===== src/include/mtd_reg_map.vh =====
`ifndef MTD_REG_MAP_VH
`define MTD_REG_MAP_VH

// ****************************************************************
// Register indices (byte address is four times the index)
// ****************************************************************
`define MTD_IDX_TONE_DC     16'h61b8
`define MTD_IDX_MODEM_TEST  16'h61b9
`define MTD_IDX_Q_OVERRIDE  16'h61ba
`define MTD_IDX_DAC_SOURCE  16'h61bc

// ****************************************************************
// Reset values and field positions
// ****************************************************************
`define MTD_RST_TONE_DC     8'h75
`define MTD_RST_MODEM_TEST  5'h08
`define MTD_RST_Q_OVERRIDE  7'h00
`define MTD_RST_DAC_SOURCE  3'h0
`define MTD_TONE_HI         7
`define MTD_TONE_LO         4
`define MTD_WIN_HI          3
`define MTD_WIN_LO          2
`define MTD_DCOP_HI         1
`define MTD_DCOP_LO         0
`define MTD_BIT_TONE_ONLY   4
`define MTD_BIT_RAMP        3
`define MTD_BIT_OBSERVE     2
`define MTD_BIT_MODSEL      1

// ****************************************************************
// Enumerations
// ****************************************************************
`define MTD_DC_PASS         2'h0
`define MTD_DC_FREEZE       2'h2
`define MTD_SRC_MOD         3'h0
`define MTD_SRC_OVR         3'h1
`define MTD_SRC_ADC         3'h2
`define MTD_SRC_FILT        3'h3
`define MTD_SRC_CORDIC      3'h4
`define MTD_SRC_RSSI        3'h5
`define MTD_RESP_OKAY       2'h0
`define MTD_RESP_SLVERR     2'h2

// ****************************************************************
// Slice select and DC window
// ****************************************************************
`define MTD_SLICE_MIN       7'h06
`define MTD_SLICE_MAX       7'h0b
`define MTD_WIN_BASE_LOG2   5

// ****************************************************************
// Tone phase steps for a 16-bit accumulator at 40 MHz
// ****************************************************************
`define MTD_STEP_6M         16'h2666
`define MTD_STEP_4M         16'h199a
`define MTD_STEP_3M         16'h1333
`define MTD_STEP_2M         16'h0ccd
`define MTD_STEP_1M         16'h0666
`define MTD_STEP_500K       16'h0333
`define MTD_STEP_4K         16'h0007

// ****************************************************************
// Ramp timing
// ****************************************************************
`define MTD_RAMP_STEP_NS    100
`define MTD_CLK_PERIOD_NS   25
`define MTD_RAMP_FULL       5'h10

`endif


===== src/hw/mtd_dc_blocker.v =====
`timescale 1ns/10ps
`include "mtd_reg_map.vh"

module mtd_dc_blocker (
  input  wire              clock,
  input  wire              arst_n,
  input  wire [1:0]        dc_blocker_op,
  input  wire [1:0]        dc_window_length,
  input  wire              sync_found,
  input  wire signed [9:0] in_data,
  input  wire              in_valid,
  output reg  signed [9:0] out_data,
  output reg               out_valid
);

  reg signed [17:0] acc_q;
  reg        [7:0]  cnt_q;
  reg signed [9:0]  est_q;
  wire       [7:0]  last_w;
  wire              frozen_w;
  wire signed [17:0] sum_w;
  wire signed [17:0] shifted_w;
  wire signed [10:0] diff_w;

  // Window of 32 << code samples; count runs 0..N-1
  assign last_w    = (8'h20 << dc_window_length) - 8'h01;
  assign sum_w     = acc_q + {{8{in_data[9]}}, in_data};
  assign shifted_w = sum_w >>> (`MTD_WIN_BASE_LOG2 + dc_window_length);
  // In freeze mode only, estimates hold while a frame is locked, so the payload sees a stable offset
  assign frozen_w  = (dc_blocker_op == `MTD_DC_FREEZE) && sync_found;
  assign diff_w    = {in_data[9], in_data} - {est_q[9], est_q};

  always @(posedge clock or negedge arst_n)
  begin
    if (!arst_n)
    begin
      acc_q <= 18'sh0_0000;
      cnt_q <= 8'h00;
      est_q <= 10'sh000;
    end
    else if (dc_blocker_op == `MTD_DC_PASS)
    begin
      acc_q <= 18'sh0_0000;
      cnt_q <= 8'h00;
      est_q <= 10'sh000;
    end
    else if (in_valid && !frozen_w)
    begin
      if (cnt_q >= last_w)
      begin
        // Dump takes the current sample too, so every window averages exactly N
        est_q <= shifted_w[9:0];
        acc_q <= 18'sh0_0000;
        cnt_q <= 8'h00;
      end
      else
      begin
        acc_q <= sum_w;
        cnt_q <= cnt_q + 8'h01;
      end
    end
  end

  always @(posedge clock or negedge arst_n)
  begin
    if (!arst_n)
    begin
      out_data  <= 10'sh000;
      out_valid <= 1'b0;
    end
    else
    begin
      out_valid <= in_valid;
      if (dc_blocker_op == `MTD_DC_PASS)
        out_data <= in_data;
      else if (diff_w > 11'sh1ff)
        out_data <= 10'sh1ff;
      else if (diff_w < -11'sh200)
        out_data <= -10'sh200;
      else
        out_data <= diff_w[9:0];
    end
  end

endmodule // mtd_dc_blocker


===== src/hw/mtd_tone_gen.v =====
`timescale 1ns/10ps
`include "mtd_reg_map.vh"

module mtd_tone_gen (
  input  wire       clock,
  input  wire       arst_n,
  input  wire [3:0] step_code,
  output reg  [6:0] tone_i,
  output reg  [6:0] tone_q
);

  reg  [15:0] phase_q;
  reg  [15:0] step_w;

  // Quarter-wave sine, amplitude 63, 64 points per turn
  function [6:0] sine7;
    input [5:0] p;
    reg   [4:0] k;
    reg   [6:0] m;
    begin
      k = p[4] ? (5'h10 - {1'b0, p[3:0]}) : {1'b0, p[3:0]};
      case (k)
        5'd0:    m = 7'd0;
        5'd1:    m = 7'd6;
        5'd2:    m = 7'd12;
        5'd3:    m = 7'd18;
        5'd4:    m = 7'd24;
        5'd5:    m = 7'd30;
        5'd6:    m = 7'd35;
        5'd7:    m = 7'd40;
        5'd8:    m = 7'd45;
        5'd9:    m = 7'd49;
        5'd10:   m = 7'd53;
        5'd11:   m = 7'd56;
        5'd12:   m = 7'd58;
        5'd13:   m = 7'd60;
        5'd14:   m = 7'd62;
        default: m = 7'd63;
      endcase
      sine7 = p[5] ? (7'h00 - m) : m;
    end
  endfunction

  always @*
  begin
    case (step_code)
      4'h0:    step_w = 16'h0000 - `MTD_STEP_6M;
      4'h1:    step_w = 16'h0000 - `MTD_STEP_4M;
      4'h2:    step_w = 16'h0000 - `MTD_STEP_3M;
      4'h3:    step_w = 16'h0000 - `MTD_STEP_2M;
      4'h4:    step_w = 16'h0000 - `MTD_STEP_1M;
      4'h5:    step_w = 16'h0000 - `MTD_STEP_500K;
      4'h6:    step_w = 16'h0000 - `MTD_STEP_4K;
      4'h8:    step_w = `MTD_STEP_4K;
      4'h9:    step_w = `MTD_STEP_500K;
      4'ha:    step_w = `MTD_STEP_1M;
      4'hb:    step_w = `MTD_STEP_2M;
      4'hc:    step_w = `MTD_STEP_3M;
      4'hd:    step_w = `MTD_STEP_4M;
      4'he:    step_w = `MTD_STEP_6M;
      default: step_w = 16'h0000;
    endcase
  end

  always @(posedge clock or negedge arst_n)
  begin
    if (!arst_n)
    begin
      phase_q <= 16'h0000;
      tone_i  <= 7'h00;
      tone_q  <= 7'h00;
    end
    else
    begin
      phase_q <= phase_q + step_w;
      tone_i  <= sine7(phase_q[15:10] + 6'h10);
      tone_q  <= sine7(phase_q[15:10]);
    end
  end

endmodule // mtd_tone_gen


===== src/hw/mtd_top.v =====
// The AXI4-Lite interface to the registers was left to the implementer.
`timescale 1ns/10ps
`include "mtd_reg_map.vh"

module mtd_top (
  input  wire        clock,
  input  wire        arst_n,
  input  wire [17:0] s_axi_awaddr,
  input  wire [2:0]  s_axi_awprot,
  input  wire        s_axi_awvalid,
  output wire        s_axi_awready,
  input  wire [31:0] s_axi_wdata,
  input  wire [3:0]  s_axi_wstrb,
  input  wire        s_axi_wvalid,
  output wire        s_axi_wready,
  output reg  [1:0]  s_axi_bresp,
  output reg         s_axi_bvalid,
  input  wire        s_axi_bready,
  input  wire [17:0] s_axi_araddr,
  input  wire [2:0]  s_axi_arprot,
  input  wire        s_axi_arvalid,
  output wire        s_axi_arready,
  output reg  [31:0] s_axi_rdata,
  output reg  [1:0]  s_axi_rresp,
  output reg         s_axi_rvalid,
  input  wire        s_axi_rready,
  input  wire [9:0]  rx_i_in,
  input  wire [9:0]  rx_q_in,
  input  wire        rx_in_valid,
  input  wire        rx_sync_found,
  output wire [9:0]  rx_i_out,
  output wire [9:0]  rx_q_out,
  output wire        rx_out_valid,
  output reg         mod_phase_reverse,
  input  wire [6:0]  mod_i_in,
  input  wire [6:0]  mod_q_in,
  input  wire        tx_active,
  input  wire [11:0] adc_q_word,
  input  wire [11:0] filt_q_word,
  input  wire [11:0] cordic_word,
  input  wire [6:0]  rssi_word,
  output reg  [6:0]  dac_i_out,
  output reg  [6:0]  dac_q_out,
  input  wire        rx_pkt_bit,
  input  wire        tx_pkt_bit,
  output reg  [1:0]  gpio_observe_out,
  output reg         gpio_observe_oe
);

  localparam RAMP_CYC = (`MTD_RAMP_STEP_NS + `MTD_CLK_PERIOD_NS - 1) / `MTD_CLK_PERIOD_NS;

  // ****************************************************************
  // Functions
  // ****************************************************************
  // Seven-bit window of a source word; lsb = sel - 6, out of range gives zero
  function [6:0] slice7;
    input [11:0] word;
    input [6:0]  sel;
    reg   [11:0] sh;
    begin
      sh = word >> (sel - `MTD_SLICE_MIN);
      if (sel >= `MTD_SLICE_MIN && sel <= `MTD_SLICE_MAX)
        slice7 = sh[6:0];
      else
        slice7 = 7'h00;
    end
  endfunction

  // Saturating signed seven-bit sum
  function [6:0] sat_add7;
    input [6:0] a;
    input [6:0] b;
    reg   [7:0] s;
    begin
      s = {a[6], a} + {b[6], b};
      if (s[7] != s[6])
        sat_add7 = s[7] ? 7'h40 : 7'h3f;
      else
        sat_add7 = s[6:0];
    end
  endfunction

  // Scale a signed sample by ramp level 0..16
  function [6:0] scale7;
    input [6:0] a;
    input [4:0] lvl;
    reg signed [12:0] p;
    begin
      p = $signed(a) * $signed({1'b0, lvl});
      scale7 = p[10:4];
    end
  endfunction

  function [31:0] read_value;
    input [15:0] idx;
    input [7:0]  tone_dc;
    input [4:0]  modem;
    input [6:0]  ovr;
    input [2:0]  src;
    begin
      case (idx)
        `MTD_IDX_TONE_DC:    read_value = {24'h00_0000, tone_dc};
        `MTD_IDX_MODEM_TEST: read_value = {27'h000_0000, modem};
        `MTD_IDX_Q_OVERRIDE: read_value = {25'h000_0000, ovr};
        `MTD_IDX_DAC_SOURCE: read_value = {29'h0000_0000, src};
        default:             read_value = 32'h0000_0000;
      endcase
    end
  endfunction

  function is_mapped;
    input [15:0] idx;
    begin
      is_mapped = (idx == `MTD_IDX_TONE_DC) || (idx == `MTD_IDX_MODEM_TEST) ||
                  (idx == `MTD_IDX_Q_OVERRIDE) || (idx == `MTD_IDX_DAC_SOURCE);
    end
  endfunction

  // ****************************************************************
  // AXI4-Lite slave
  // ****************************************************************
  reg        aw_have_q;
  reg [15:0] aw_idx_q;
  reg        w_have_q;
  reg [7:0]  w_data_q;
  reg        w_lane0_q;
  wire       wr_fire;

  reg [7:0]  tone_dc_q;
  reg [4:0]  modem_test_q;
  reg [6:0]  q_override_q;
  reg [2:0]  dac_source_q;

  assign s_axi_awready = !aw_have_q;
  assign s_axi_wready  = !w_have_q;
  assign s_axi_arready = !s_axi_rvalid;
  assign wr_fire       = aw_have_q && w_have_q && !s_axi_bvalid;

  always @(posedge clock or negedge arst_n)
  begin
    if (!arst_n)
    begin
      aw_have_q    <= 1'b0;
      aw_idx_q     <= 16'h0000;
      w_have_q     <= 1'b0;
      w_data_q     <= 8'h00;
      w_lane0_q    <= 1'b0;
      s_axi_bvalid <= 1'b0;
      s_axi_bresp  <= `MTD_RESP_OKAY;
    end
    else
    begin
      if (s_axi_awvalid && !aw_have_q)
      begin
        aw_have_q <= 1'b1;
        aw_idx_q  <= s_axi_awaddr[17:2];
      end
      if (s_axi_wvalid && !w_have_q)
      begin
        w_have_q  <= 1'b1;
        w_data_q  <= s_axi_wdata[7:0];
        w_lane0_q <= s_axi_wstrb[0];
      end
      if (wr_fire)
      begin
        aw_have_q    <= 1'b0;
        w_have_q     <= 1'b0;
        s_axi_bvalid <= 1'b1;
        s_axi_bresp  <= is_mapped(aw_idx_q) ? `MTD_RESP_OKAY : `MTD_RESP_SLVERR;
      end
      else if (s_axi_bvalid && s_axi_bready)
        s_axi_bvalid <= 1'b0;
    end
  end

  always @(posedge clock or negedge arst_n)
  begin
    if (!arst_n)
    begin
      s_axi_rvalid <= 1'b0;
      s_axi_rdata  <= 32'h0000_0000;
      s_axi_rresp  <= `MTD_RESP_OKAY;
    end
    else if (s_axi_arvalid && !s_axi_rvalid)
    begin
      s_axi_rvalid <= 1'b1;
      s_axi_rdata  <= read_value(s_axi_araddr[17:2], tone_dc_q, modem_test_q,
                                 q_override_q, dac_source_q);
      s_axi_rresp  <= is_mapped(s_axi_araddr[17:2]) ? `MTD_RESP_OKAY : `MTD_RESP_SLVERR;
    end
    else if (s_axi_rready)
      s_axi_rvalid <= 1'b0;
  end

  // ****************************************************************
  // Registers
  // ****************************************************************
  // Upper bits are never stored, so they cannot read back non-zero
  always @(posedge clock or negedge arst_n)
  begin
    if (!arst_n)
    begin
      tone_dc_q    <= `MTD_RST_TONE_DC;
      modem_test_q <= `MTD_RST_MODEM_TEST;
      q_override_q <= `MTD_RST_Q_OVERRIDE;
      dac_source_q <= `MTD_RST_DAC_SOURCE;
    end
    else if (wr_fire && w_lane0_q)
    begin
      case (aw_idx_q)
        `MTD_IDX_TONE_DC:    tone_dc_q    <= w_data_q;
        `MTD_IDX_MODEM_TEST: modem_test_q <= w_data_q[4:0];
        `MTD_IDX_Q_OVERRIDE: q_override_q <= w_data_q[6:0];
        `MTD_IDX_DAC_SOURCE: dac_source_q <= w_data_q[2:0];
        default:             tone_dc_q    <= tone_dc_q;
      endcase
    end
  end

  // ****************************************************************
  // Receive DC blockers
  // ****************************************************************
  // Code 11 is left to behave like normal cancellation
  mtd_dc_blocker u_dc_i (
    .clock            (clock),
    .arst_n           (arst_n),
    .dc_blocker_op    (tone_dc_q[`MTD_DCOP_HI:`MTD_DCOP_LO]),
    .dc_window_length (tone_dc_q[`MTD_WIN_HI:`MTD_WIN_LO]),
    .sync_found       (rx_sync_found),
    .in_data          (rx_i_in),
    .in_valid         (rx_in_valid),
    .out_data         (rx_i_out),
    .out_valid        (rx_out_valid)
  );

  mtd_dc_blocker u_dc_q (
    .clock            (clock),
    .arst_n           (arst_n),
    .dc_blocker_op    (tone_dc_q[`MTD_DCOP_HI:`MTD_DCOP_LO]),
    .dc_window_length (tone_dc_q[`MTD_WIN_HI:`MTD_WIN_LO]),
    .sync_found       (rx_sync_found),
    .in_data          (rx_q_in),
    .in_valid         (rx_in_valid),
    .out_data         (rx_q_out),
    .out_valid        ()
  );

  // ****************************************************************
  // Transmit tone, modulation phase and ramp
  // ****************************************************************
  wire [6:0] tone_i;
  wire [6:0] tone_q;
  wire [6:0] mod_q_w;
  wire [6:0] tx_i_w;
  wire [6:0] tx_q_w;
  reg  [4:0] ramp_lvl_q;
  reg  [2:0] ramp_div_q;

  mtd_tone_gen u_tone (
    .clock     (clock),
    .arst_n    (arst_n),
    .step_code (tone_dc_q[`MTD_TONE_HI:`MTD_TONE_LO]),
    .tone_i    (tone_i),
    .tone_q    (tone_q)
  );

  // Reversed phase mirrors Q; -64 would overflow, so it clamps to +63
  assign mod_q_w = modem_test_q[`MTD_BIT_MODSEL] ?
                   ((mod_q_in == 7'h40) ? 7'h3f : (7'h00 - mod_q_in)) : mod_q_in;
  assign tx_i_w  = modem_test_q[`MTD_BIT_TONE_ONLY] ? tone_i :
                   sat_add7(mod_i_in, tone_i);
  assign tx_q_w  = modem_test_q[`MTD_BIT_TONE_ONLY] ? tone_q :
                   sat_add7(mod_q_w, tone_q);

  always @(posedge clock or negedge arst_n)
  begin
    if (!arst_n)
    begin
      ramp_lvl_q <= 5'h00;
      ramp_div_q <= 3'h0;
    end
    else if (!modem_test_q[`MTD_BIT_RAMP])
    begin
      ramp_lvl_q <= tx_active ? `MTD_RAMP_FULL : 5'h00;
      ramp_div_q <= 3'h0;
    end
    else if (ramp_div_q == RAMP_CYC[2:0] - 3'h1)
    begin
      ramp_div_q <= 3'h0;
      if (tx_active && ramp_lvl_q != `MTD_RAMP_FULL)
        ramp_lvl_q <= ramp_lvl_q + 5'h01;
      else if (!tx_active && ramp_lvl_q != 5'h00)
        ramp_lvl_q <= ramp_lvl_q - 5'h01;
    end
    else
      ramp_div_q <= ramp_div_q + 3'h1;
  end

  // ****************************************************************
  // DAC source select
  // ****************************************************************
  always @(posedge clock or negedge arst_n)
  begin
    if (!arst_n)
    begin
      dac_i_out         <= 7'h00;
      dac_q_out         <= 7'h00;
      mod_phase_reverse <= 1'b0;
    end
    else
    begin
      mod_phase_reverse <= modem_test_q[`MTD_BIT_MODSEL];
      dac_i_out <= 7'h00;
      case (dac_source_q)
        `MTD_SRC_MOD:
        begin
          dac_i_out <= scale7(tx_i_w, ramp_lvl_q);
          dac_q_out <= scale7(tx_q_w, ramp_lvl_q);
        end
        `MTD_SRC_OVR:    dac_q_out <= q_override_q;
        `MTD_SRC_ADC:    dac_q_out <= slice7(adc_q_word, q_override_q);
        `MTD_SRC_FILT:   dac_q_out <= slice7(filt_q_word, q_override_q);
        `MTD_SRC_CORDIC: dac_q_out <= slice7(cordic_word, q_override_q);
        `MTD_SRC_RSSI:
        begin
          dac_i_out <= rssi_word;
          dac_q_out <= 7'h00;
        end
        default:         dac_q_out <= 7'h00;
      endcase
    end
  end

  // ****************************************************************
  // Packet observation on GPIO
  // ****************************************************************
  always @(posedge clock or negedge arst_n)
  begin
    if (!arst_n)
    begin
      gpio_observe_out <= 2'h0;
      gpio_observe_oe  <= 1'b0;
    end
    else
    begin
      gpio_observe_oe  <= modem_test_q[`MTD_BIT_OBSERVE];
      gpio_observe_out <= modem_test_q[`MTD_BIT_OBSERVE] ?
                          {tx_pkt_bit, rx_pkt_bit} : 2'h0;
    end
  end

endmodule // mtd_top


===== config.mk =====
export PLATFORM = sky130hd
export DESIGN_NAME = mtd_top
export DESIGN_NICKNAME = d
export VERILOG_FILES = /design/src/hw/mtd_dc_blocker.v /design/src/hw/mtd_tone_gen.v /design/src/hw/mtd_top.v
export VERILOG_INCLUDE_DIRS = /design/src /design/src/include
export SDC_FILE = /design/constraint.sdc
export NUM_CORES = 1
export LEC_CHECK = 0
export BUFFER_PORTS_ARGS = -buffer_cell sky130_fd_sc_hd__buf_2
export CORE_MARGIN = 2
export CORE_UTILIZATION = 46
export DETAILED_ROUTE_END_ITERATION = 6
export PLACE_DENSITY = 0.63
export SYNTH_ARGS = -nofsm -noshare
export SYNTH_HDL_FRONTEND = slang
export SYNTH_SLANG_ARGS = --single-unit
export TNS_END_PERCENT = 10

===== constraint.sdc =====
create_clock -name clock -period 6.95 [get_ports clock]
set_input_delay 1.39 -clock clock [delete_from_list [all_inputs] [get_ports clock]]
set_output_delay 1.39 -clock clock [all_outputs]
set_load 0.01 [all_outputs]

==> results of run 1 <==
[cells by family (layout without fill, tap and decap cells)]
kind of cell / Yosys count / in the layout / synth area share
and+or+nand+nor: 574 / 574 / 0.1520
other: 1 / 28 / 0.0002052
muxes: 136 / 136 / 0.09289
xor gates and xnor gates: 112 / 112 / 0.05408
adders and majority gates: 208 / 208 / 0.1603
AOI/OAI and AO/OA: 526 / 526 / 0.1917
buffers and inverters: 261 / 430 / 0.05955
DFF: 211 / 211 / 0.2893
[Yosys cell counts (all sizes together), types with 43 or more instances]
master,n,area (µm²)
nor2,131,491.7
fa,46,920.9
inv,149,559.3
xnor2,73,639.4
and2,50,312.8
o21ai,149,764.5
nand2,186,698.2
mux2i,56,560.5
ha,155,1939
clkbuf,67,251.5
a21oi,112,571.8
dfrtp,205,5130
buf,43,270.3
mux2,59,664.4
[layer usage]
| layer | share of wire | GRT usage | vias to the layer above |
|---|---|---|---|
| met5 | 0.00083 | 0 | - |
| met4 | 0.026 | 0.05865 | 6 |
| met3 | 0.064 | 0.03771 | 67 |
| met2 | 0.44 | 0.3432 | 431 |
| met1 | 0.47 | 0.3176 | 7327 |
| li1 | - | - | 7518 |
[worst paths after layout]
| path | to | slack, ps | depth (start not counted) |
|---|---|---|---|
| min in group asynchronous | u_dc_i.out_data[8] | 880 | 1 |
| worst min register to register | ramp_div_q[0] | 450 | 1 |
| worst min-delay path | ramp_div_q[0] | 450 | 1 |
| max in group asynchronous | u_dc_i.acc_q[14] | 4740 | 2 |
| worst max register to register | dac_q_out[6] | 1050 | 25 |
| worst max-delay path | dac_q_out[6] | 320 | 30 |
[state kept, by name (all words and copies together), names as in the netlist, 5 cells and up]
register / cells
aw_idx_q: 16
u_dc_i.out_data: 10
ramp_lvl_q: 5
w_data_q: 8
q_override_q: 7
u_dc_q.out_data: 10
s_axi_rdata: 8
dac_i_out: 7
tone_dc_q: 8
u_tone.tone_i: 7
u_tone.tone_q: 7
u_dc_i.acc_q: 18
u_dc_i.cnt_q: 8
dac_q_out: 7
u_dc_i.est_q: 10
modem_test_q: 5
u_tone.phase_q: 16
u_dc_q.est_q: 10
u_dc_q.acc_q: 18
u_dc_q.cnt_q: 8
[repair_timing]
| item | 4_1_cts | 5_1_grt |
|---|---|---|
| gates resized for setup | 0 | 10 |
| endpoints found under the setup margin | 0 | 5 |
| hold buffers | 0 | 0 |
[layout make-up]
| class | count | area [µm²] | area share |
|---|---|---|---|
| multi-input cells | 1582 | 12040 | 0.5790 |
| flip-flops and latches | 211 | 5289 | 0.2543 |
| repair buffers | 231 | 1286 | 0.06185 |
| clock buffers | 32 | 703.2 | 0.03381 |
| well taps | 525 | 656.9 | 0.03159 |
| inverters | 151 | 566.8 | 0.02726 |
| clock inverters | 16 | 247.7 | 0.01191 |
| diodes | 2 | 5.005 | 0.0002407 |
[power by group through the flow]
stage | sequential, mW | combinational, mW | clock [mW]
final | 1.66 | 2.85 | 1.49
after CTS | 1.65 | 2.84 | 1.53
after global routing | 1.68 | 3.26 | 1.58
after global placement | 1.67 | 2.75 | 0
after detailed placement | 1.67 | 2.83 | 0
after floorplan | 1.61 | 2.11 | 0
[through the flow]
step | power [mW] | instance area [µm²] | hold slack (ps) | setup TNS (ps)
after floorplan | 3.716 | 18380 | 365.0 | 0
after global placement | 4.422 | 19810 | 429.1 | -655.0
after detailed placement | 4.506 | 19810 | 436.5 | -1498
after CTS | 6.029 | 20760 | 444.9 | 0
after global routing | 6.519 | 20790 | 458.3 | -19.75
final | 5.995 | 20790 | 445.6 | 0
[worst max-delay path: cells and delay by family]
family | cells | cell delay (ps)
AO/OA/AOI/OAI | 7 | 1130
buffers and inverters | 5 | 370
AND/OR/NAND/NOR | 10 | 1340
adder cells (fa/ha/maj) | 7 | 2640
XOR/XNOR | 1 | 160
==> implementation parameters, run 1 <==
Parameter                              Value

Outcome
  Outcome ... finished, final reports clean

Synth
  Post-synth design cell area ... 18280 µm²
  Commonest register cell after synthesis ... dfrtp_1
  Number of standard cells after synthesis ... 2029
  Number of enable flip-flop cells after synthesis ... 0
  Async SR Flop Fraction ... 1.000
  Number of distinct library cells after synthesis ... 95
  Post-synthesis sequential element count ... 211
  Synthesis warning total ... 0
  Sequential share of the synthesized area ... 0.2893
  Synthesized area per cell ... 9.009 µm²

Global routing
  Global Route Usage Sum ... 0.2207
  Remaining Overflow, GRT ... 0
  Wire length of the first global-routing pass ... 75.41 mm
  Pin count of the biggest net entering global routing ... 104
  Number of antenna violations at the first check in global routing ... 3
  Via count of the first global-routing pass ... 14840

Die
  Floorplan die area ... 41350 µm²
  Top-level I/O count ... 247
  Effective utilization at floorplan ... 0.4632
  Vertical extent of the die ... 203.3 µm
  Count of standard-cell rows ... 73
  Placeable core area ... 39460 µm²
  Chip Width ... 203.3 µm

Worst setup path
  Launch point of the worst path ... mod_q_in[0]
  Required @ worst endpoint ... 7380 ps
  Slowest cell on the critical path ... fa_1
  Critical path data arrival time ... 7060 ps
  CP Max Fanout ... 3
  Nature of the critical path startpoint ... primary input
  Crit-path max cell delay ... 560 ps
  Reg-to-reg critical path startpoint ... modem_test_q[1]
  Worst setup path category ... primary input to register
  Endpoint class of the critical path ... register

Power
  Internal power component ... 3.644 mW
  Pwr Density ... 288.3 nW/µm²
  Part of the total power dissipated in sequential elements ... 0.276
  Net switching power figure ... 2.352 mW
  Switch share ... 0.3923
  Leakage power summed over all cells ... 9.652 nW
  Worst supply voltage drop on vdd ... 0.2949 mV
  Part of the total power dissipated in combinational logic ... 0.476
  Clock group share of total power ... 0.248

Timing
  Fin crit period ... 6628 ps
  Final setup violating endpoints ... 0
  Worst-case headroom to the max-slew limit ... 0.2808
  Final count of pins violating max slew ... 0
  Maximum frequency from static timing analysis ... 150.9 MHz
  Post-route worst setup slack ... 322.4 ps
  Worst clock skew ... 10.21 ps
  Final hold vios ... 0
  Transition time at the pin with the least slew margin ... 1076 ps
  Share of the clock period used by the worst path after layout ... 0.9536

Finish
  Top library cells by usage in the layout, fill and taps aside ... 204 x dfrtp_1, 186 x nand2_1, 182 x buf_2
  Fraction of final layout cells sized beyond drive strength 1 ... 0.1844
  Number of nets in the layout ... 2571
  Synth-to-Final Area Change ... 13.77%
  Layout filler cell count ... 3635
  Final cell utilization of the core ... 0.5270
  Post-Layout Cell Count ... 2750
  Commonest non-fill, non-tap cell in the layout ... dfrtp_1

Detailed routing
  Remaining design rule violation count ... 0
  ANT nets after route ... 0
  Via/cell ratio ... 5.581
  Wirelength per Cell ... 16.57 µm
  Total via count after detailed routing ... 15349
  Total wirelength of the detailed-routed design ... 45.56 mm
  Initial DRT Pass Iterations ... 7
  DRC violation total after the first TritonRoute iteration ... 904

Clocking
  Clock latency on the worst-skew pair ... 570 ps
  CTS tree ... done
  Clock slew seen by the registers of the worst setup and hold paths ... 60 ps
  Number of sinks driven by the clock tree ... 211
  CTS Buf Count ... 26
  Clock H-tree levels ... 1
  Number of buffers between clock root and the deepest sink ... 3
  Root Buffer ... clkbuf_16
  Post-CTS Setup Inserts ... 0

Place
  Placed wire-length estimate ... 34.52 mm
  Cells after DPL ... 2700
  Number of buffer cells added on primary ports ... 183
  Worst-case setup slack after placement ... -396.1 ps
  Weighted congestion reported at the end of routability-driven placement ... 0.8802

Flow run
  Max-cap check violation count ... 0

Min path
  Hold WC Path Type ... register to register
  Startpoint of the tightest hold check path ... ramp_div_q[0]
Note: power is estimated with default switching activity, not from simulation.
==> inputs of run 2 (changes only) <==
--- a/config.mk
+++ b/config.mk
@@ -9,8 +9,10 @@
 export BUFFER_PORTS_ARGS = -buffer_cell sky130_fd_sc_hd__buf_2
 export CORE_MARGIN = 2
 export CORE_UTILIZATION = 46
+export CTS_BUF_LIST = sky130_fd_sc_hd__clkbuf_8 sky130_fd_sc_hd__clkbuf_16
 export DETAILED_ROUTE_END_ITERATION = 6
-export PLACE_DENSITY = 0.63
+export PLACE_DENSITY_LB_ADDON = 0.2
+export SLEW_MARGIN = 0
 export SYNTH_ARGS = -nofsm -noshare
 export SYNTH_HDL_FRONTEND = slang
 export SYNTH_SLANG_ARGS = --single-unit
==> run 2 against run 1 <==
Compared with the run above: final cell count grew 0.22%; critical path depth is the same; wire length up 0.39%; clock skew down 1.9 ps; via count rose by 0.22%; hold slack got worse by 1.1 ps; setup slack better by 50 ps; utilization increased by 0.086 points; sequential power about the same; die area did not move; first-iteration DRC count up 1.3%; critical path type unchanged.
==> implementation parameters, run 2 (synthesis gave the netlist of run 1 again) <==
Parameter                              Value

Outcome
  Outcome ... finished, final reports clean

Detailed routing
  Remaining design rule violation count ... 0
  Wirelength per Cell ... 16.60 µm
  Via/cell ratio ... 5.582
  Initial DRT Pass Iterations ... 5
  Total via count after detailed routing ... 15383
  Total wirelength of the detailed-routed design ... 45.74 mm
  DRC violation total after the first TritonRoute iteration ... 916
  ANT nets after route ... 0

Global routing
  Global routing met1 resource utilization ... 0.3200
  Wire length of the first global-routing pass ... 75.44 mm
  Global routing met2 resource utilization ... 0.3454
  Global Route Usage Sum ... 0.2193
  Grt peak-use layer ... met2
  Pin count of the biggest net entering global routing ... 82
  Global routing usage on met3 ... 0.03164
  Remaining Overflow, GRT ... 0
  Number of antenna violations at the first check in global routing ... 2
  Via count of the first global-routing pass ... 14983

Clocking
  Root Buffer ... clkbuf_16
  CTS Buf Count ... 27
  Post-CTS Setup Inserts ... 0
  Clock slew seen by the registers of the worst setup and hold paths ... 50 ps
  Number of sinks driven by the clock tree ... 211
  Clock H-tree levels ... 1
  CTS tree ... done
  # hold bufs at CTS ... 0
  Clock latency on the worst-skew pair ... 560 ps
  Number of buffers between clock root and the deepest sink ... 3

Die
  Count of standard-cell rows ... 73
  Effective utilization at floorplan ... 0.4632
  Placeable core area ... 39460 µm²
  Chip Width ... 203.3 µm
  Top-level I/O count ... 247
  Floorplan die area ... 41350 µm²
  Vertical extent of the die ... 203.3 µm

Timing
  Worst-case headroom to the max-slew limit ... 0.2501
  Maximum frequency from static timing analysis ... 152.0 MHz
  Share of the clock period used by the worst path after layout ... 0.9465
  Fin crit period ... 6578 ps
  Final hold vios ... 0
  Final setup violating endpoints ... 0
  Worst clock skew ... 8.345 ps
  Transition time at the pin with the least slew margin ... 1118 ps
  Final count of pins violating max slew ... 0

Power
  Worst supply voltage drop on vdd ... 0.2203 mV
  Pwr Density ... 288.8 nW/µm²
  Overall power ... 6.014 mW
  Leakage power summed over all cells ... 9.702 nW

Worst setup path
  Worst setup path category ... primary input to register
  Nature of the critical path startpoint ... primary input
  Slowest cell on the critical path ... fa_1
  Crit-path max cell delay ... 540 ps
  Required @ worst endpoint ... 7390 ps
  Critical path data arrival time ... 7010 ps
  Endpoint class of the critical path ... register
  CP Max Fanout ... 4

Finish
  Regs by FF count ... u_dc_i.acc_q: 18 flops, u_dc_q.acc_q: 18 flops
  Top library cells by usage in the layout, fill and taps aside ... 204 x dfrtp_1, 186 x nand2_1, 182 x buf_2
  Fraction of final layout cells sized beyond drive strength 1 ... 0.1880
  Commonest non-fill, non-tap cell in the layout ... dfrtp_1
  Synth-to-Final Area Change ... 13.95%
  Number of nets in the layout ... 2578
  Final cell utilization of the core ... 0.5279
  Post-Layout Cell Count ... 2756

Place
  Cells after DPL ... 2706
  Weighted congestion reported at the end of routability-driven placement ... 0.8769
  Number of buffer cells added on primary ports ... 183
  Placed wire-length estimate ... 34.39 mm

Min path
  Hold WC Path Type ... register to register

Flow run
  Max-cap check violation count ... 0
==> run 2: changes by cell type in the layout (fill, tap and decap cells not counted), sizes merged <==
cell,delta
clkinvlp,-2
clkbuf,-2
bufinv,-1
clkinv,+1
buf,+6
inv,+4
==> run 2: critical path, delay by kind of cell <==
family                   cells  cell delay (ps)
adder cells (fa/ha/maj)      6             2340
buffers and inverters        4              280
XOR/XNOR                     1              160
multiplexers                 1              100
AND/OR/NAND/NOR             10             1570
AO/OA/AOI/OAI                8             1150
==> run 2: per-layer routing <==
metal	vias up	wire length (µm)
met5	-	26
met4	4	939
met3	59	2507
met2	378	20240
met1	7416	22020
li1	7526	-
==> run 2: cell type report <==
type,count,area [µm²]
Clock buffer,30,716.9
Inverter,151,566.8
Clock inverter,18,205.2
Tap cell,525,656.9
Timing Repair Buffer,237,1331
Sequential cell,211,5289
Multi-Input combinational cell,1582,12060
Fill cell,3702,18630
Antenna cell,2,5.005
==> run 2: worst paths after layout <==
kind / from / end / slack (ps) / cells past startpoint
min in group asynchronous: arst_n / u_dc_i.out_data[7] / 750 / 1
worst min-delay path: ramp_div_q[0] / ramp_div_q[0] / 440 / 1
worst max register to register: modem_test_q[1] / dac_q_out[5] / 1060 / 28
max in group asynchronous: arst_n / q_override_q[0] / 4700 / 2
worst min register to register: ramp_div_q[0] / ramp_div_q[0] / 440 / 1
worst max-delay path: mod_q_in[1] / dac_q_out[5] / 370 / 30
==> run 2: timing repair <==
| item | CTS | global route |
|---|---|---|
| endpoints found under the hold margin | 0 | 0 |
| gates resized for setup | 0 | 14 |
| endpoints found under the setup margin | 0 | 5 |
==> run 2: power breakdown <==
group / total [mW] / switching [mW] / leakage (nW) / internal, mW
combinational: 2.89 / 1.59 / 6.52 / 1.30
sequential: 1.65 / 0.190 / 2.71 / 1.46
clock: 1.47 / 0.580 / 0.470 / 0.888
total: 6.01 / 2.36 / 9.70 / 3.65
==> run 2: per-stage QoR <==
| step | setup WS [ps] | cell area [µm²] | hold slack [ps] | setup TNS (ps) |
|---|---|---|---|---|
| 4_1_cts | 194.4 | 20780 | 453.5 | 0 |
| 3_5_place_dp | -375.6 | 19850 | 438.5 | -1332 |
| 6_report | 372.2 | 20830 | 444.5 | 0 |
| 5_1_grt | -11.13 | 20820 | 468.5 | -11.13 |
| 2_1_floorplan | 33.47 | 18380 | 365.0 | 0 |
| 3_3_place_gp | -281.8 | 19850 | 426.9 | -801.6 |
==> inputs of run 3 (changes only) <==
--- a/config.mk
+++ b/config.mk
@@ -7,11 +7,11 @@
 export NUM_CORES = 1
 export LEC_CHECK = 0
 export BUFFER_PORTS_ARGS = -buffer_cell sky130_fd_sc_hd__buf_2
-export CORE_MARGIN = 2
+export CORE_ASPECT_RATIO = 0.6
 export CORE_UTILIZATION = 46
 export CTS_BUF_LIST = sky130_fd_sc_hd__clkbuf_8 sky130_fd_sc_hd__clkbuf_16
 export DETAILED_ROUTE_END_ITERATION = 6
-export PLACE_DENSITY_LB_ADDON = 0.2
+export PLACE_DENSITY_LB_ADDON = 0.25
 export SLEW_MARGIN = 0
 export SYNTH_ARGS = -nofsm -noshare
 export SYNTH_HDL_FRONTEND = slang
==> run 3 against run 2 <==
Compared with the run above: first-iteration DRC count grew 47%; setup slack lost 46 ps; sequential share of layout area up 0.11 points; the flow now finishes with violations (design-rule violations).
==> implementation parameters, run 3 (synthesis gave the netlist of run 1 again) <==
Parameter                              Value

Power
  Worst supply voltage drop on vdd ... 0.1794 mV
  Clock group share of total power ... 0.214
  Pwr Density ... 287.9 nW/µm²
  Net switching power figure ... 2.445 mW
  Internal power component ... 3.526 mW
  Overall power ... 5.971 mW
  Leakage power summed over all cells ... 9.674 nW
  Part of the total power dissipated in combinational logic ... 0.507
  Switch share ... 0.4095
  Part of the total power dissipated in sequential elements ... 0.279

Clocking
  Clock H-tree levels ... 1
  Number of buffers between clock root and the deepest sink ... 3
  CTS Buf Count ... 24
  Clock latency on the worst-skew pair ... 540 ps
  Root Buffer ... clkbuf_16
  Number of sinks driven by the clock tree ... 211
  Clock slew seen by the registers of the worst setup and hold paths ... 60 ps
  CTS tree ... done

Finish
  Number of nets in the layout ... 2582
  Fraction of final layout cells sized beyond drive strength 1 ... 0.1896
  Top library cells by usage in the layout, fill and taps aside ... 204 x dfrtp_1, 185 x nand2_1, 182 x buf_2
  Commonest non-fill, non-tap cell in the layout ... dfrtp_1
  Synth-to-Final Area Change ... 13.46%
  Post-Layout Cell Count ... 2754
  Final cell utilization of the core ... 0.5304
  Regs by FF count ... u_dc_i.acc_q: 18 flops, u_dc_q.acc_q: 18 flops

Min path
  Hold WC Path Type ... register to register

Timing
  Worst clock skew ... 16.86 ps
  Fin crit period ... 6624 ps
  Final setup violating endpoints ... 0
  Share of the clock period used by the worst path after layout ... 0.9531
  Final hold vios ... 0
  Final count of pins violating max slew ... 0
  Post-route worst setup slack ... 325.7 ps
  Transition time at the pin with the least slew margin ... 1245 ps
  Final hold slack ... 438.5 ps
  Worst-case headroom to the max-slew limit ... 0.1653
  Maximum frequency from static timing analysis ... 151.0 MHz

Worst setup path
  Critical path data arrival time ... 7010 ps
  Endpoint class of the critical path ... register
  Nature of the critical path startpoint ... primary input
  Worst setup path category ... primary input to register
  CP Max Fanout ... 3
  Slowest cell on the critical path ... fa_1
  Required @ worst endpoint ... 7340 ps
  Crit-path max cell delay ... 540 ps

Die
  Count of standard-cell rows ... 56
  Chip Width ... 259.3 µm
  Top-level I/O count ... 247
  Floorplan die area ... 40560 µm²
  Placeable core area ... 39100 µm²
  Effective utilization at floorplan ... 0.4675
  Vertical extent of the die ... 156.4 µm

Detailed routing
  Initial DRT Pass Iterations ... 7
  ANT nets after route ... 0
  Total via count after detailed routing ... 15662
  Total wirelength of the detailed-routed design ... 48.76 mm
  Remaining design rule violation count ... 1
  Wirelength per Cell ... 17.71 µm
  Via/cell ratio ... 5.687
  DRC violation total after the first TritonRoute iteration ... 1346

Outcome
  Outcome ... finished, violations left
  Violations in the final reports ... design-rule violations

Place
  Number of buffer cells added on primary ports ... 183
  Worst-case setup slack after placement ... -473.3 ps
  Cells after DPL ... 2708
  Weighted congestion reported at the end of routability-driven placement ... 0.9222
  Placed wire-length estimate ... 37.99 mm

Global routing
  Remaining Overflow, GRT ... 0
  Wire length of the first global-routing pass ... 79.35 mm
  Global Route Usage Sum ... 0.2412
  Number of antenna violations at the first check in global routing ... 2
  Via count of the first global-routing pass ... 14753
  Pin count of the biggest net entering global routing ... 111

Flow run
  Max-cap check violation count ... 0
==> run 3: layer usage <==
layer / vias to the layer above / global-route usage / wire length [µm]
li1: 7554 / - / -
met1: 7529 / 0.3877 / 25310
met2: 519 / 0.3261 / 18950
met3: 58 / 0.04308 / 3495
met4: 2 / 0.05350 / 989
met5: - / 0 / 13
==> run 3: repair_timing <==
item,in CTS,in global routing
setup endpoints to repair,0,7
gates resized for setup,0,19
hold buffers,0,0
buffers inserted,0,2
==> run 3: path summary, 6_finish.rpt <==
check	start	endpoint	slack, ps	depth (start not counted)
setup / recovery	mod_q_in[0]	dac_q_out[6]	330	30
hold / removal	ramp_div_q[0]	ramp_div_q[0]	440	1
setup reg to reg	modem_test_q[1]	dac_q_out[6]	1080	25
hold reg to reg	ramp_div_q[0]	ramp_div_q[0]	440	1
max in group asynchronous	arst_n	u_dc_q.acc_q[10]	4500	2
min in group asynchronous	arst_n	u_dc_i.est_q[8]	920	1
==> run 3: stage by stage <==
step	setup TNS [ps]	instance area, µm²
6_report	0	20740
2_1_floorplan	0	18380
5_1_grt	-29.79	20740
4_1_cts	0	20670
3_5_place_dp	-1824	19890
3_3_place_gp	-961.7	19890
==> run 3: critical path, delay by kind of cell <==
kind	cells	cell delay, ps
adder cells (fa/ha/maj)	7	2600
XOR/XNOR	1	150
AND/OR/NAND/NOR	10	1340
AO/OA/AOI/OAI	7	1180
buffers and inverters	5	340
==> run 3: power groups by stage <==
stage	sequential [mW]	combinational, mW	clock [mW]
5_1_grt	1.69	3.41	1.36
2_1_floorplan	1.61	2.11	0
3_3_place_gp	1.68	2.85	0
4_1_cts	1.66	2.96	1.32
3_5_place_dp	1.68	2.95	0
6_report	1.67	3.03	1.28
==> run 3: area by class of cell <==
class / count / area, µm²
Inverter: 151 / 566.8
Multi-Input combinational cell: 1582 / 12060
Timing Repair Buffer: 244 / 1384
Sequential cell: 211 / 5289
Clock buffer: 30 / 694.4
Clock inverter: 13 / 88.84
Tap cell: 522 / 653.1
Antenna cell: 1 / 2.502
Fill cell: 3645 / 18360
